[src/verilog/spi_pkg.sv]
/*
 Constants of the byte-wide SPI port: register indices, field positions,
 reset values, divider settings and the transfer state type.
 Assumes a register index is a 32-bit word on an Avalon-MM bus.
*/
// Summary of operation
// - Port keeps running normally in idle sleep.
// - Any deeper sleep aborts a transfer in progress.
// - Bit order 0 sends MSB first, 1 sends LSB first.
// - Role bit 0 selects slave, 1 selects master.
// - Master with select input low drops to slave and raises combined flag, or select flag when buffered.
// - With select disable set, select input never drops master role.
// - Divider codes 0 to 3 give serial clock of peripheral clock /4, /16, /64, /128.
// - Divider setting has no effect in slave role.
// - Clock double bit doubles master serial clock after divider.
// - Buffered mode adds two receive buffers, one transmit buffer, separate flags.
// - Buffered without wait: dummy byte first, data reaches shifter after a transfer.
// - Buffered with wait: first write while enabled and select high loads shifter.
// - Modes 0 and 2 sample leading edge, modes 1 and 3 trailing edge.
// - Modes 0 and 1 idle low and lead rising; 2 and 3 idle high.
// - Buffered: receive enable lets receive flag raise the interrupt.
// - Buffered: transfer, empty and select enables gate their flags.
// - Unbuffered: the four buffered enables read as zero.
// - Unbuffered: single enable lets combined flag raise the interrupt.
// - Interrupt holds while any enabled flag stays set.
// - Unbuffered write during a transfer is dropped and sets collision flag.
// - Unbuffered: combined flag set after each whole byte.
// - Writing data in master role starts a transfer shifting that byte out, except buffered without wait.
package spi_pkg;
   // ----------------------------------------
   // Register indices and masks
   // ----------------------------------------
   localparam logic [2:0] IDX_CONTROL_A = 3'h0;
   localparam logic [2:0] IDX_CONTROL_B = 3'h1;
   localparam logic [2:0] IDX_INT_EN = 3'h2;
   localparam logic [2:0] IDX_INT_FLAGS = 3'h3;
   localparam logic [2:0] IDX_SHIFT_DATA = 3'h4;
   localparam logic [7:0] RESET_VALUE = 8'h00;
   localparam logic [7:0] CONTROL_A_MASK = 8'h77;
   localparam logic [7:0] CONTROL_B_MASK = 8'hc7;
   localparam logic [7:0] INT_EN_MASK = 8'hf1;
   localparam logic [7:0] INT_EN_PLAIN_MASK = 8'h01;
   localparam logic [23:0] READ_PAD = 24'h000000;
   // ----------------------------------------
   // Field positions
   // ----------------------------------------
   localparam int BIT_ORDER = 6;
   localparam int BIT_MASTER = 5;
   localparam int BIT_CLOCK_DOUBLE = 4;
   localparam int DIV_SEL_HI = 2;
   localparam int DIV_SEL_LO = 1;
   localparam int BIT_ENABLE = 0;
   localparam int BIT_BUFFERED = 7;
   localparam int BIT_WAIT_RX = 6;
   localparam int BIT_SELECT_DISABLE = 2;
   localparam int BIT_CPOL = 1;
   localparam int BIT_CPHA = 0;
   localparam int FLG_RX_DONE = 7;
   localparam int FLG_TX_DONE = 6;
   localparam int FLG_TX_EMPTY = 5;
   localparam int FLG_SELECT = 4;
   localparam int FLG_OVERFLOW = 0;
   localparam int EN_SINGLE = 0;
   // ----------------------------------------
   // Divider and transfer
   // ----------------------------------------
   localparam int HALF_W = 7;
   localparam logic [1:0] SEL_DIV4 = 2'h0;
   localparam logic [1:0] SEL_DIV16 = 2'h1;
   localparam logic [1:0] SEL_DIV64 = 2'h2;
   localparam logic [6:0] HALF_DIV4 = 7'h02;
   localparam logic [6:0] HALF_DIV16 = 7'h08;
   localparam logic [6:0] HALF_DIV64 = 7'h20;
   localparam logic [6:0] HALF_DIV128 = 7'h40;
   localparam logic [3:0] LAST_EDGE = 4'hf;
   localparam logic [1:0] RX_NONE = 2'h0;
   localparam logic [1:0] RX_ONE = 2'h1;
   localparam logic [1:0] RX_FULL = 2'h2;
   typedef enum logic [1:0] {ST_IDLE = 2'b00, ST_SHIFT = 2'b01, ST_DONE = 2'b11} xfer_state_t;
endpackage

[src/verilog/spi_clk_div.sv]
/*
 Half-period strobe for the master serial clock.
 Assumes i_run stays high for the whole transfer; dropping it restarts the count.
*/
`timescale 1ns/1ps
module spi_clk_div #(
   parameter int HALF_W = 7
) (
   // Clock and reset
   input wire logic i_ref_clk,
   input wire logic i_sys_rst,
   // Control
   input wire logic i_run,
   input wire logic [HALF_W-1:0] i_half,
   // Strobe
   output logic o_tick
);
   logic [HALF_W-1:0] cnt_q;
   wire cnt_end = (cnt_q == i_half - 1'b1);

   always_ff @(posedge i_ref_clk)
   begin
      if (i_sys_rst || !i_run)
      begin
         cnt_q <= {HALF_W{1'b0}};
         o_tick <= 1'b0;
      end
      else
      begin
         cnt_q <= cnt_end ? {HALF_W{1'b0}} : cnt_q + 1'b1;
         o_tick <= cnt_end;
      end
   end
endmodule

[src/verilog/spi_shifter.sv]
/*
 Eight-bit shift register shared by transmit and receive.
 Assumes load and shift never arrive in the same cycle; load wins if they do.
*/
`timescale 1ns/1ps
module spi_shifter #(
   parameter int W = 8
) (
   // Clock and reset
   input wire logic i_ref_clk,
   input wire logic i_sys_rst,
   // Control
   input wire logic i_load,
   input wire logic [W-1:0] i_load_data,
   input wire logic i_shift,
   input wire logic i_in_bit,
   input wire logic i_lsb_first,
   // State
   output logic [W-1:0] o_data,
   output logic o_out_bit
);
   assign o_out_bit = i_lsb_first ? o_data[0] : o_data[W-1];

   always_ff @(posedge i_ref_clk)
   begin
      if (i_sys_rst)
         o_data <= {W{1'b0}};
      else if (i_load)
         o_data <= i_load_data;
      else if (i_shift)
         o_data <= i_lsb_first ? {i_in_bit, o_data[W-1:1]} : {o_data[W-2:0], i_in_bit};
   end
endmodule

[src/verilog/spi_master_slave_port.sv]
/*
 Byte-wide SPI port, master or slave, with its register bank on Avalon-MM.
 Assumes serial pin inputs are already synchronous to i_ref_clk and that the
 pad logic resolves each line from the output enables.
*/
// Local design decision: the Avalon-MM slave port.
`timescale 1ns/1ps
module spi_master_slave_port (
   // Clock and reset
   input wire logic i_ref_clk,
   input wire logic i_sys_rst,
   // Avalon-MM slave
   input wire logic [2:0] i_avs_address,
   input wire logic i_avs_read,
   input wire logic i_avs_write,
   input wire logic [31:0] i_avs_writedata,
   output logic [31:0] o_avs_readdata,
   output logic o_avs_waitrequest,
   // Power state
   input wire logic i_deep_sleep,
   // Slave select
   input wire logic i_ss_is_input,
   input wire logic i_ss_n,
   // Serial clock
   input wire logic i_sck,
   output logic o_sck,
   output logic o_sck_oe,
   // Serial data
   input wire logic i_mosi,
   output logic o_mosi,
   output logic o_mosi_oe,
   input wire logic i_miso,
   output logic o_miso,
   output logic o_miso_oe,
   // Interrupt
   output logic o_irq
);
   // ----------------------------------------
   // State
   // ----------------------------------------
   logic [7:0] ctrl_a_q, ctrl_b_q, ie_q;
   logic f_rx_q, f_tx_q, f_dre_q, f_ss_q, f_ovf_q, armed_q;
   logic [7:0] txb_q, rx_new_q, rx_old_q;
   logic txb_v_q, pend_q, wait_q, sck_q, sck_prev_q, out_q;
   logic master_oe_q, miso_oe_q, irq_q;
   logic [1:0] rx_cnt_q;
   logic [3:0] edge_cnt_q;
   logic [31:0] rdata_q;
   logic tick, sh_out;
   logic [7:0] sh_data;
   spi_pkg::xfer_state_t state_q, state_d;

   // ----------------------------------------
   // Configuration fields
   // ----------------------------------------
   wire en = ctrl_a_q[spi_pkg::BIT_ENABLE];
   wire master = ctrl_a_q[spi_pkg::BIT_MASTER];
   wire lsb_first = ctrl_a_q[spi_pkg::BIT_ORDER];
   wire dbl = ctrl_a_q[spi_pkg::BIT_CLOCK_DOUBLE];
   wire [1:0] div_sel = ctrl_a_q[spi_pkg::DIV_SEL_HI:spi_pkg::DIV_SEL_LO];
   wire buffered = ctrl_b_q[spi_pkg::BIT_BUFFERED];
   wire wait_rx = ctrl_b_q[spi_pkg::BIT_WAIT_RX];
   wire select_disable = ctrl_b_q[spi_pkg::BIT_SELECT_DISABLE];
   wire cpol = ctrl_b_q[spi_pkg::BIT_CPOL];
   wire cpha = ctrl_b_q[spi_pkg::BIT_CPHA];

   // ----------------------------------------
   // Bus decode
   // ----------------------------------------
   wire req = i_avs_read | i_avs_write;
   wire rd = i_avs_read & ~wait_q;
   wire wr = i_avs_write & ~wait_q;
   wire [7:0] wdata = i_avs_writedata[7:0];
   wire sel_ca = i_avs_address == spi_pkg::IDX_CONTROL_A;
   wire sel_cb = i_avs_address == spi_pkg::IDX_CONTROL_B;
   wire sel_ie = i_avs_address == spi_pkg::IDX_INT_EN;
   wire sel_fl = i_avs_address == spi_pkg::IDX_INT_FLAGS;
   wire sel_dt = i_avs_address == spi_pkg::IDX_SHIFT_DATA;
   wire wr_ca = wr & sel_ca;
   wire wr_cb = wr & sel_cb;
   wire wr_ie = wr & sel_ie;
   wire wr_fl = wr & sel_fl;
   wire wr_data = wr & sel_dt;
   wire rd_data = rd & sel_dt;
   wire rd_flags = rd & sel_fl;
   wire acc_data = (rd | wr) & sel_dt;
   // Buffered-only fields are hidden outside buffered mode
   wire [7:0] ie_view = buffered ? ie_q : (ie_q & spi_pkg::INT_EN_PLAIN_MASK);
   wire [7:0] fl_view = buffered ? {f_rx_q, f_tx_q, f_dre_q, f_ss_q, 3'h0, f_ovf_q} : {f_rx_q, f_tx_q, 6'h00};
   wire [7:0] rd_mux = sel_ca ? ctrl_a_q :
                       sel_cb ? ctrl_b_q :
                       sel_ie ? ie_view :
                       sel_fl ? fl_view :
                       sel_dt ? rx_old_q : spi_pkg::RESET_VALUE;

   // ----------------------------------------
   // Serial edges
   // ----------------------------------------
   wire idle = state_q == spi_pkg::ST_IDLE;
   wire shifting = state_q == spi_pkg::ST_SHIFT;
   wire done = state_q == spi_pkg::ST_DONE;
   wire ss_fault = en & master & i_ss_is_input & ~select_disable & ~i_ss_n;
   // Of the power states only a deeper sleep stops a transfer; idle sleep leaves the port running
   wire abort = i_deep_sleep | ~en | ss_fault | (~master & i_ss_n);
   wire slave_edge = ~master & (i_sck != sck_prev_q);
   wire any_edge = master ? tick : slave_edge;
   wire lead_edge = any_edge & ((master ? sck_q : sck_prev_q) == cpol);
   wire trail_edge = any_edge & ~lead_edge;
   wire sample_edge = shifting & (cpha ? trail_edge : lead_edge);
   wire setup_edge = shifting & (cpha ? lead_edge : trail_edge);
   wire last_edge = shifting & any_edge & (edge_cnt_q == spi_pkg::LAST_EDGE);
   wire [6:0] half_base = (div_sel == spi_pkg::SEL_DIV4) ? spi_pkg::HALF_DIV4 :
                          (div_sel == spi_pkg::SEL_DIV16) ? spi_pkg::HALF_DIV16 :
                          (div_sel == spi_pkg::SEL_DIV64) ? spi_pkg::HALF_DIV64 : spi_pkg::HALF_DIV128;
   wire [6:0] half = dbl ? (half_base >> 1) : half_base;

   // ----------------------------------------
   // Data path control
   // ----------------------------------------
   wire start_master = idle & en & master & ~ss_fault & ~i_deep_sleep &
                       (pend_q | (buffered & ~wait_rx & txb_v_q));
   wire start_slave = idle & en & ~master & ~i_ss_n & ~i_deep_sleep;
   wire direct_wr = buffered & wait_rx & en & i_ss_n & idle & ~pend_q & ~txb_v_q;
   wire load_wr = wr_data & (buffered ? direct_wr : idle);
   wire collide = wr_data & ~buffered & ~idle;
   wire buf_wr = wr_data & buffered & ~direct_wr & ~txb_v_q;
   wire copy_txb = done & buffered & txb_v_q;
   wire pop = rd_data & buffered & (rx_cnt_q != spi_pkg::RX_NONE);
   wire [1:0] rx_left = rx_cnt_q - {1'b0, pop};
   wire rx_store = done & buffered;
   wire overflow = rx_store & (rx_left == spi_pkg::RX_FULL);
   wire [3:0] fl_hi = {f_rx_q, f_tx_q, f_dre_q, f_ss_q};
   wire irq_cond = buffered ? |(fl_hi & ie_q[7:4]) : (f_rx_q & ie_q[spi_pkg::EN_SINGLE]);

   assign o_avs_readdata = rdata_q;
   assign o_avs_waitrequest = wait_q;
   assign o_sck = sck_q;
   assign o_sck_oe = master_oe_q;
   assign o_mosi = out_q;
   assign o_mosi_oe = master_oe_q;
   assign o_miso = out_q;
   assign o_miso_oe = miso_oe_q;
   assign o_irq = irq_q;

   // ----------------------------------------
   // Leaf instances
   // ----------------------------------------
   // Divider runs only in master role, so its setting is inert in slave role
   spi_clk_div #(
      .HALF_W(spi_pkg::HALF_W)
   ) u_div (
      .i_ref_clk(i_ref_clk),
      .i_sys_rst(i_sys_rst),
      .i_run(shifting & master),
      .i_half(half),
      .o_tick(tick)
   );

   spi_shifter #(
      .W(8)
   ) u_shift (
      .i_ref_clk(i_ref_clk),
      .i_sys_rst(i_sys_rst),
      .i_load(load_wr | copy_txb),
      .i_load_data(copy_txb ? txb_q : wdata),
      .i_shift(sample_edge),
      .i_in_bit(master ? i_miso : i_mosi),
      .i_lsb_first(lsb_first),
      .o_data(sh_data),
      .o_out_bit(sh_out)
   );

   // ----------------------------------------
   // Transfer sequencer
   // ----------------------------------------
   always_comb
   begin
      state_d = state_q;
      case (state_q)
         spi_pkg::ST_IDLE:
            if (start_master || start_slave)
               state_d = spi_pkg::ST_SHIFT;
         spi_pkg::ST_SHIFT:
            if (abort)
               state_d = spi_pkg::ST_IDLE;
            else if (last_edge)
               state_d = spi_pkg::ST_DONE;
         spi_pkg::ST_DONE:
            state_d = spi_pkg::ST_IDLE;
         default:
            state_d = spi_pkg::ST_IDLE;
      endcase
   end

   always_ff @(posedge i_ref_clk)
   begin
      if (i_sys_rst)
      begin
         state_q <= spi_pkg::ST_IDLE;
         edge_cnt_q <= 4'h0;
      end
      else
      begin
         state_q <= state_d;
         edge_cnt_q <= !shifting ? 4'h0 : edge_cnt_q + {3'h0, any_edge};
      end
   end

   // ----------------------------------------
   // Serial pins
   // ----------------------------------------
   always_ff @(posedge i_ref_clk)
   begin
      if (i_sys_rst)
      begin
         sck_q <= 1'b0;
         sck_prev_q <= 1'b0;
         out_q <= 1'b0;
         master_oe_q <= 1'b0;
         miso_oe_q <= 1'b0;
      end
      else
      begin
         sck_prev_q <= i_sck;
         sck_q <= !(shifting & master) ? cpol : (tick ? ~sck_q : sck_q);
         out_q <= (idle | setup_edge) ? sh_out : out_q;
         master_oe_q <= en & master;
         miso_oe_q <= en & ~master & ~i_ss_n;
      end
   end

   // ----------------------------------------
   // Bus slave: one wait cycle, then the access completes
   // ----------------------------------------
   always_ff @(posedge i_ref_clk)
   begin
      if (i_sys_rst)
      begin
         wait_q <= 1'b1;
         rdata_q <= 32'h00000000;
      end
      else
      begin
         wait_q <= ~(req & wait_q);
         if (req & wait_q)
            rdata_q <= {spi_pkg::READ_PAD, rd_mux};
      end
   end

   always_ff @(posedge i_ref_clk)
   begin
      if (i_sys_rst)
      begin
         ctrl_a_q <= spi_pkg::RESET_VALUE;
         ctrl_b_q <= spi_pkg::RESET_VALUE;
         ie_q <= spi_pkg::RESET_VALUE;
      end
      else
      begin
         if (wr_ca)
            ctrl_a_q <= wdata & spi_pkg::CONTROL_A_MASK;
         // A select fault outranks a software write in the same cycle
         if (ss_fault)
            ctrl_a_q[spi_pkg::BIT_MASTER] <= 1'b0;
         if (wr_cb)
            ctrl_b_q <= wdata & spi_pkg::CONTROL_B_MASK;
         if (wr_ie)
            ie_q <= wdata & spi_pkg::INT_EN_MASK;
      end
   end

   // ----------------------------------------
   // Flags: clears first, sets after, so a same-cycle event is kept
   // ----------------------------------------
   always_ff @(posedge i_ref_clk)
   begin
      if (i_sys_rst)
      begin
         {f_rx_q, f_tx_q, f_dre_q, f_ss_q, f_ovf_q, armed_q} <= 6'h00;
      end
      else
      begin
         if (wr_fl & buffered & wdata[spi_pkg::FLG_RX_DONE])
            f_rx_q <= 1'b0;
         if (wr_fl & buffered & wdata[spi_pkg::FLG_TX_DONE])
            f_tx_q <= 1'b0;
         if (wr_fl & buffered & wdata[spi_pkg::FLG_SELECT])
            f_ss_q <= 1'b0;
         if (acc_data & armed_q)
            {f_rx_q, f_tx_q} <= 2'h0;
         if (pop & (rx_left == spi_pkg::RX_NONE))
            f_rx_q <= 1'b0;
         if (rd_data)
            f_ovf_q <= 1'b0;
         if (buf_wr)
            f_dre_q <= 1'b0;
         if ((done & ~buffered) | rx_store | (ss_fault & ~buffered))
            f_rx_q <= 1'b1;
         if (ss_fault & buffered)
            f_ss_q <= 1'b1;
         if (collide | (done & buffered & ~txb_v_q))
            f_tx_q <= 1'b1;
         if (copy_txb)
            f_dre_q <= 1'b1;
         if (overflow)
            f_ovf_q <= 1'b1;
         if (rd_flags & ~buffered & (f_rx_q | f_tx_q))
            armed_q <= 1'b1;
         else if (acc_data)
            armed_q <= 1'b0;
      end
   end

   always_ff @(posedge i_ref_clk)
   begin
      if (i_sys_rst)
         irq_q <= 1'b0;
      else
         irq_q <= irq_cond;
   end

   // ----------------------------------------
   // Transmit and receive buffers
   // ----------------------------------------
   always_ff @(posedge i_ref_clk)
   begin
      if (i_sys_rst)
      begin
         txb_q <= 8'h00;
         txb_v_q <= 1'b0;
         pend_q <= 1'b0;
      end
      else
      begin
         if (buf_wr)
            txb_q <= wdata;
         if (buf_wr | copy_txb)
            txb_v_q <= buf_wr;
         if (load_wr | copy_txb)
            pend_q <= 1'b1;
         else if (shifting)
            pend_q <= 1'b0;
      end
   end

   always_ff @(posedge i_ref_clk)
   begin
      if (i_sys_rst)
      begin
         rx_new_q <= 8'h00;
         rx_old_q <= 8'h00;
         rx_cnt_q <= spi_pkg::RX_NONE;
      end
      else
      begin
         if (pop)
            rx_old_q <= rx_new_q;
         if ((done & ~buffered) | (rx_store & (rx_left == spi_pkg::RX_NONE)))
            rx_old_q <= sh_data;
         if (rx_store & (rx_left == spi_pkg::RX_ONE))
            rx_new_q <= sh_data;
         rx_cnt_q <= (rx_store & ~overflow) ? rx_left + 2'h1 : rx_left;
      end
   end
endmodule

[config.mk]
export PLATFORM = sky130hd
export DESIGN_NAME = spi_master_slave_port
export DESIGN_NICKNAME = d
export VERILOG_FILES = /design/src/verilog/spi_pkg.sv /design/src/verilog/spi_clk_div.sv /design/src/verilog/spi_shifter.sv /design/src/verilog/spi_master_slave_port.sv
export SDC_FILE = /design/constraint.sdc
export NUM_CORES = 1
export LEC_CHECK = 0
export BUFFER_PORTS_ARGS = -buffer_cell sky130_fd_sc_hd__buf_4
export CAP_MARGIN = 10
export CORE_MARGIN = 2
export CORE_UTILIZATION = 35
export CTS_BUF_LIST = sky130_fd_sc_hd__clkbuf_4
export DETAILED_ROUTE_END_ITERATION = 10
export SLEW_MARGIN = 5
export SYNTH_ARGS = -nofsm -noshare
export SYNTH_HDL_FRONTEND = slang
export SYNTH_HIERARCHICAL = 1
export SYNTH_SLANG_ARGS = --single-unit
[constraint.sdc]
create_clock -name i_ref_clk -period 2.8 [get_ports i_ref_clk]
set_input_delay 0.56 -clock i_ref_clk [delete_from_list [all_inputs] [get_ports i_ref_clk]]
set_output_delay 0.56 -clock i_ref_clk [all_outputs]
set_load 0.05 [all_outputs]
* Word-level counts from Yosys, hierarchy flattened
Cells that the tools add are included.
** Cells by class
- Multiplexer cells :: 49
- Add/subtract/negate cells :: 5
- Bitwise logic cells :: 102
- Reduce and logical (&&, ||, !) cells :: 22
- Equality and inequality tests :: 17
** Operator list (number)
- $mux W8 :: 12
- $and A1 B1 Y1 :: 69
- $mux W7 :: 4
- $mux W1 :: 27
- $not A1 Y1 :: 18
- $reduce_bool A2 Y1 :: 8
- $or A1 B1 Y1 :: 14
- $mux W2 :: 4
- $add A7 B1 Y7 const B :: 1
- $eq A7 B7 Y1 :: 1
- $sub A7 B1 Y7 const B :: 1
- $eq A2 B1 Y1 const B :: 3
- $eq A2 B2 Y1 const B :: 3
- $eq A3 B2 Y1 const B :: 2
- $logic_not A2 Y1 :: 3
- $mux W6 :: 1
- $reduce_or A2 Y1 :: 3
- $add A4 B1 Y4 :: 1
- $and A4 B4 Y4 :: 1
- $eq A4 B4 Y1 const B :: 1
- $pmux W2 S2 :: 1
- $reduce_bool A4 Y1 :: 1
- $reduce_or A4 Y1 :: 1
- $eq A3 B1 Y1 const B :: 1
- other kinds (13) :: 14
** Storage, ports and cells
- Register bits :: 87
- Word-level logic and storage cells :: 224
- Input bits :: 45

* Longest topological paths before layout
- Depth after elaboration :: 11
- Mapped depth :: 9

* Cells and area by module
The synthesis kept the hierarchy.
** By module, submodules not included
- spi_master_slave_port :: cells each 438, instances 1, area each 3697.3 µm², sequential area each 1421.4 µm²
- spi_clk_div :: cells each 67, instances 1, area each 578.1 µm², sequential area each 160.2 µm²
- spi_shifter :: cells each 46, instances 1, area each 493.0 µm², sequential area each 160.2 µm²

* Worst setup path before layout
OpenSTA, ideal clock, no wires.
- Path type :: register to register
- Start point :: register ctrl_a_q[4]
- End point :: register u_div.o_tick
- Clock period less this slack :: 2.565 ns
- Slack :: 0.235 ns
- Arrival :: 2.505 ns
- Cell stages (with the launch flop) :: 10
- Setup time :: 0.060 ns
- Required time :: 2.740 ns
- Cell sequence :: dfxtp_1 clkbuf_1 nor3b_1 inv_1 ha_1 xnor3_1 and3_2 o21ai_1 a2111oi_4 and2_1
** On the way
- Longest elaborated chain between the ends :: 3
** Ends and longest elaborated chain
- start, declared :: line spi_master_slave_port.sv:41 : logic [7:0] ctrl_a_q, ctrl_b_q, ie_q;
- start signal, assigned :: line spi_master_slave_port.sv:254 : ctrl_a_q <= spi_pkg::RESET_VALUE;
- start signal, assigned :: line spi_master_slave_port.sv:261 : ctrl_a_q <= wdata & spi_pkg::CONTROL_A_MASK;
- $mux W7 :: line spi_master_slave_port.sv:115 : wire [6:0] half = dbl ? (half_base >> 1) : half_base;
- via half[0] :: line spi_master_slave_port.sv:115
- $sub A7 B1 Y7 :: line spi_clk_div.sv:19 : wire cnt_end = (cnt_q == i_half - 1'b1);
- $eq A7 B7 Y1 :: line spi_clk_div.sv:19
- end signal, assigned :: line spi_clk_div.sv:31 : o_tick <= cnt_end;
- end, declared :: line spi_clk_div.sv:16 : output logic o_tick
The timed path passes the listed nets, and every way through them passes these cells.
A chain may end at the register's enable or synchronous reset.

* Final worst setup path
- Start point :: register ctrl_a_q[4]
- End point :: register u_div.cnt_q[0]
** On the way
- Longest elaborated chain between the ends :: 4
** Ends and longest elaborated chain
- $mux W7 :: line spi_master_slave_port.sv:115
- via half[0] :: line spi_master_slave_port.sv:115
- $sub A7 B1 Y7 :: line spi_clk_div.sv:19
- $eq A7 B7 Y1 :: line spi_clk_div.sv:19
- $reduce_or A2 Y1 (no line)
- end signal, assigned :: line spi_clk_div.sv:25 : cnt_q <= {HALF_W{1'b0}};
- end signal, assigned :: line spi_clk_div.sv:30 : cnt_q <= cnt_end ? {HALF_W{1'b0}} : cnt_q + 1'b1;
- end, declared :: line spi_clk_div.sv:18 : logic [HALF_W-1:0] cnt_q;
The timed path passes the listed nets, and every way through them passes these cells.

==> impl_metrics.json <==
{
  "use_met3_pct": 3.160,
  "clock_latency_ns": 0.45,
  "place.port_buffers": 36,
  "yosys_warnings": 6,
  "core_area_mm2": 0.01330,
  "busiest_layer": "met2",
  "cpPeakStageDelay_ns": 0.57,
  "synthTopCellsByArea": "dfxtp_1, mux2i_1, nand2_1",
  "n_fill_cell": 1348,
  "cts_setup_buffers": 0,
  "cts_tree": "built",
  "cts_root_buffer": "clkbuf_4",
  "p_per_area_mw_per_mm2": 403.3,
  "yosys.area.top_type": "dfxtp_1",
  "cts.repair.resized": 0,
  "ff_latch_area_mm2": 0.001742,
  "grt_pass1_vias": 3715,
  "post-route-period-util_pct": 89.47,
  "criticalPathCategory": "reg2reg",
  "grt_antenna_before_repair": 0,
  "reg2reg_from": "ctrl_a_q[4]",
  "rr_worst_depth": 9,
  "ios": 85,
  "first_pass_iters": 4,
  "drv_slew": 0,
  "drtIter0Drc": 194,
  "final-setup-viol-count": 0,
  "synth_area_mm2": 0.004768,
  "fp.dieH_um": 120.7,
  "outcome": "complete, no violations",
  "rrSetupSlack_ns": 0.29,
  "min_path_type": "in2reg",
  "cp-end-kind": "flop",
  "row_count": 42,
  "htree_levels": 3,
  "dpl.hpwl_um": 8695,
  "start_util_pct": 35.86,
  "antennaDiodeCount": 0,
  "min_path_cells": 2,
  "grt_max_degree": 39,
  "whs_ns": 0.2943,
  "grt_pass1_wl_um": 18470,
  "cp_slowest_cell": "dfxtp_1",
  "grt_use_total_pct": 16.12,
  "cts_hold_buf": 0,
  "path_max_fanout": 9,
  "clkTransAtPathRegs_ns": 0.14,
  "ys_types": 73,
  "syn_to_final_growth_pct": 9.735,
  "vias_per_cell": 5.220,
  "r2r-end": "u_div/cnt_q[0]",
  "detail-route-antenna-nets": 0,
  "hold_end": "o_miso_oe",
  "cpMostUsedCell": "nor3b_1",
  "synth_top_area_share_pct": 36.53,
  "postRouteWirelength_um": 11680,
  "power.leakage_nw": 1.962,
  "ys_seq_area_share_pct": 36.53,
  "dieArea_mm2": 0.01457,
  "cts_made_buffers": 9,
  "drv_cap": 0,
  "grt-ovfl-total": 0,
  "multi_input_area_mm2": 0.002696,
  "arrival_ns": 2.88,
  "final_cell_mix": "dfxtp_1, nand2_1, buf_4",
  "path_cells": "nor3b_1 -> inv_1 -> ha_1 -> xnor3_1 -> and3_2 -> o21ai_1 -> a2111oi_4 -> buf_4 -> nor3b_1",
  "nets": 633,
  "mostFrequentLayoutCell": "dfxtp_1",
  "slew_headroom_pct": 50.74,
  "synth_ff_type": "dfxtp_1",
  "clock_path_buffers": 2,
  "synthCells": 551,
  "finalHoldViolCount": 0,
  "worst_pin_slew_ns": 0.7362,
  "num_vias": 3983,
  "clock.fmax_ghz": 0.3992,
  "min_period_ns": 2.505,
  "wl_per_cell_um": 15.31,
  "drc_errors": 0,
  "globalplace.congestion": 0.8102,
  "met2_usage_pct": 26.31,
  "dieWidth_um": 120.7,
  "synth-seq-cells": 87,
  "cp-start-kind": "flop",
  "worstHoldStart": "i_ss_n",
  "finClkSkew_ns": 0.02760,
  "rsz0062_at_grt": "false",
  "synth_area_per_cell_um2": 8.654,
  "use_met1_pct": 20.59,
  "synth_edf_count": 0,
  "setup_tns_ns": 0,
  "ir_worst_vdd_uv": 252.2,
  "drive_gt1_share_pct": 16.35,
  "async_flop_share_pct": 0,
  "cts.sinks": 87,
  "cp.required_ns": 3.18
}
[through the flow]
| stage | instance area [µm²] | setup slack, ns | utilization [%] | power [W] | std cells |
|---|---|---|---|---|---|
| after floorplan | 4855 | 0.2347 | - | 0.001480 | 574 |
| after global placement | 5116 | 0.1605 | 38.48 | 0.001524 | 746 |
| after detailed placement | 5116 | 0.01386 | 38.48 | 0.001527 | 746 |
| after CTS | 5218 | 0.1675 | 39.24 | 0.002132 | 761 |
| after global routing | 5233 | 0.07639 | 39.36 | 0.002196 | 763 |
| final | 5233 | 0.2950 | 39.36 | 0.002110 | 763 |
[state kept, by name, summed over array words and instances (netlist names), 4 cells and up]
register        cells
ctrl_b_q            5
rx_old_q            8
edge_cnt_q          4
ie_q                5
u_div/cnt_q         7
o_avs_readdata      8
rx_new_q            8
u_shift/o_data      8
ctrl_a_q            6
txb_q               8
[critical path, delay by kind of cell (launching register included)]
| kind | cells | cell delay, ns |
|---|---|---|
| XOR/XNOR | 1 | 0.34 |
| AND/OR/NAND/NOR | 3 | 0.67 |
| flip-flops | 1 | 0.57 |
| buffers and inverters | 2 | 0.25 |
| AO/OA/AOI/OAI | 2 | 0.31 |
| adder cells (fa/ha/maj) | 1 | 0.29 |
[layer usage]
layer  part of all wire, %  vias to the layer above  routed length (µm)
met5                     0                        -                   0
met4                   2.6                        0                 301
met3                   4.5                       20                 521
met2                    47                       87                5463
met1                    46                     1907                5391
li1                      -                     1969                   -
[kinds of logic after synthesis]
kind of cell | share of synthesized area, %
other | 0.07864
and+or+nand+nor | 24.30
muxes | 10.78
buffers and inverters | 8.869
DFF | 36.53
AOI/OAI and AO/OA | 14.35
adders and majority gates | 1.312
xor gates and xnor gates | 3.778
[how the worst max path moves through the flow]
stage | start | to | slack, ns
floorplan | ctrl_a_q[4] | u_div/o_tick | 0.23
detailed placement | i_avs_address[1] | rx_old_q[6] | 0.01
global placement | i_avs_address[1] | rx_old_q[6] | 0.16
global route | ctrl_a_q[4] | u_div/cnt_q[0] | 0.08
finish | ctrl_a_q[4] | u_div/cnt_q[0] | 0.29
CTS | ctrl_a_q[4] | u_div/o_tick | 0.17
[Yosys cell counts, drive strengths merged (6+ instances only)]
cell type  count
nor3          20
mux2i         48
o21ai         14
clkbuf        17
buf           42
and3           7
a21oi         23
inv           12
xor2           7
nand2         84
nor3b          6
or4b           8
nand3         22
dfxtp         87
nor2b         10
nand2b         7
a211oi        11
o221ai         7
xnor2         11
nor2          39
[power breakdown]
part / switching [W] / internal [W] / total (W)
Sequential: 0.00000811 / 0.00125 / 0.00125
Combinational: 0.000182 / 0.0000640 / 0.000246
Clock: 0.000429 / 0.000181 / 0.000609
Total: 0.000619 / 0.00149 / 0.00211
[area by class of cell]
class                           count  area share (%)
Clock buffer                       10           1.435
Tap cell                          176           4.209
Clock inverter                      5          0.5022
Multi-Input combinational cell    416           51.53
Sequential cell                    87           33.29
Timing Repair Buffer               57           8.178
Inverter                           12          0.8608
Power figures use the tool's default switching activity.
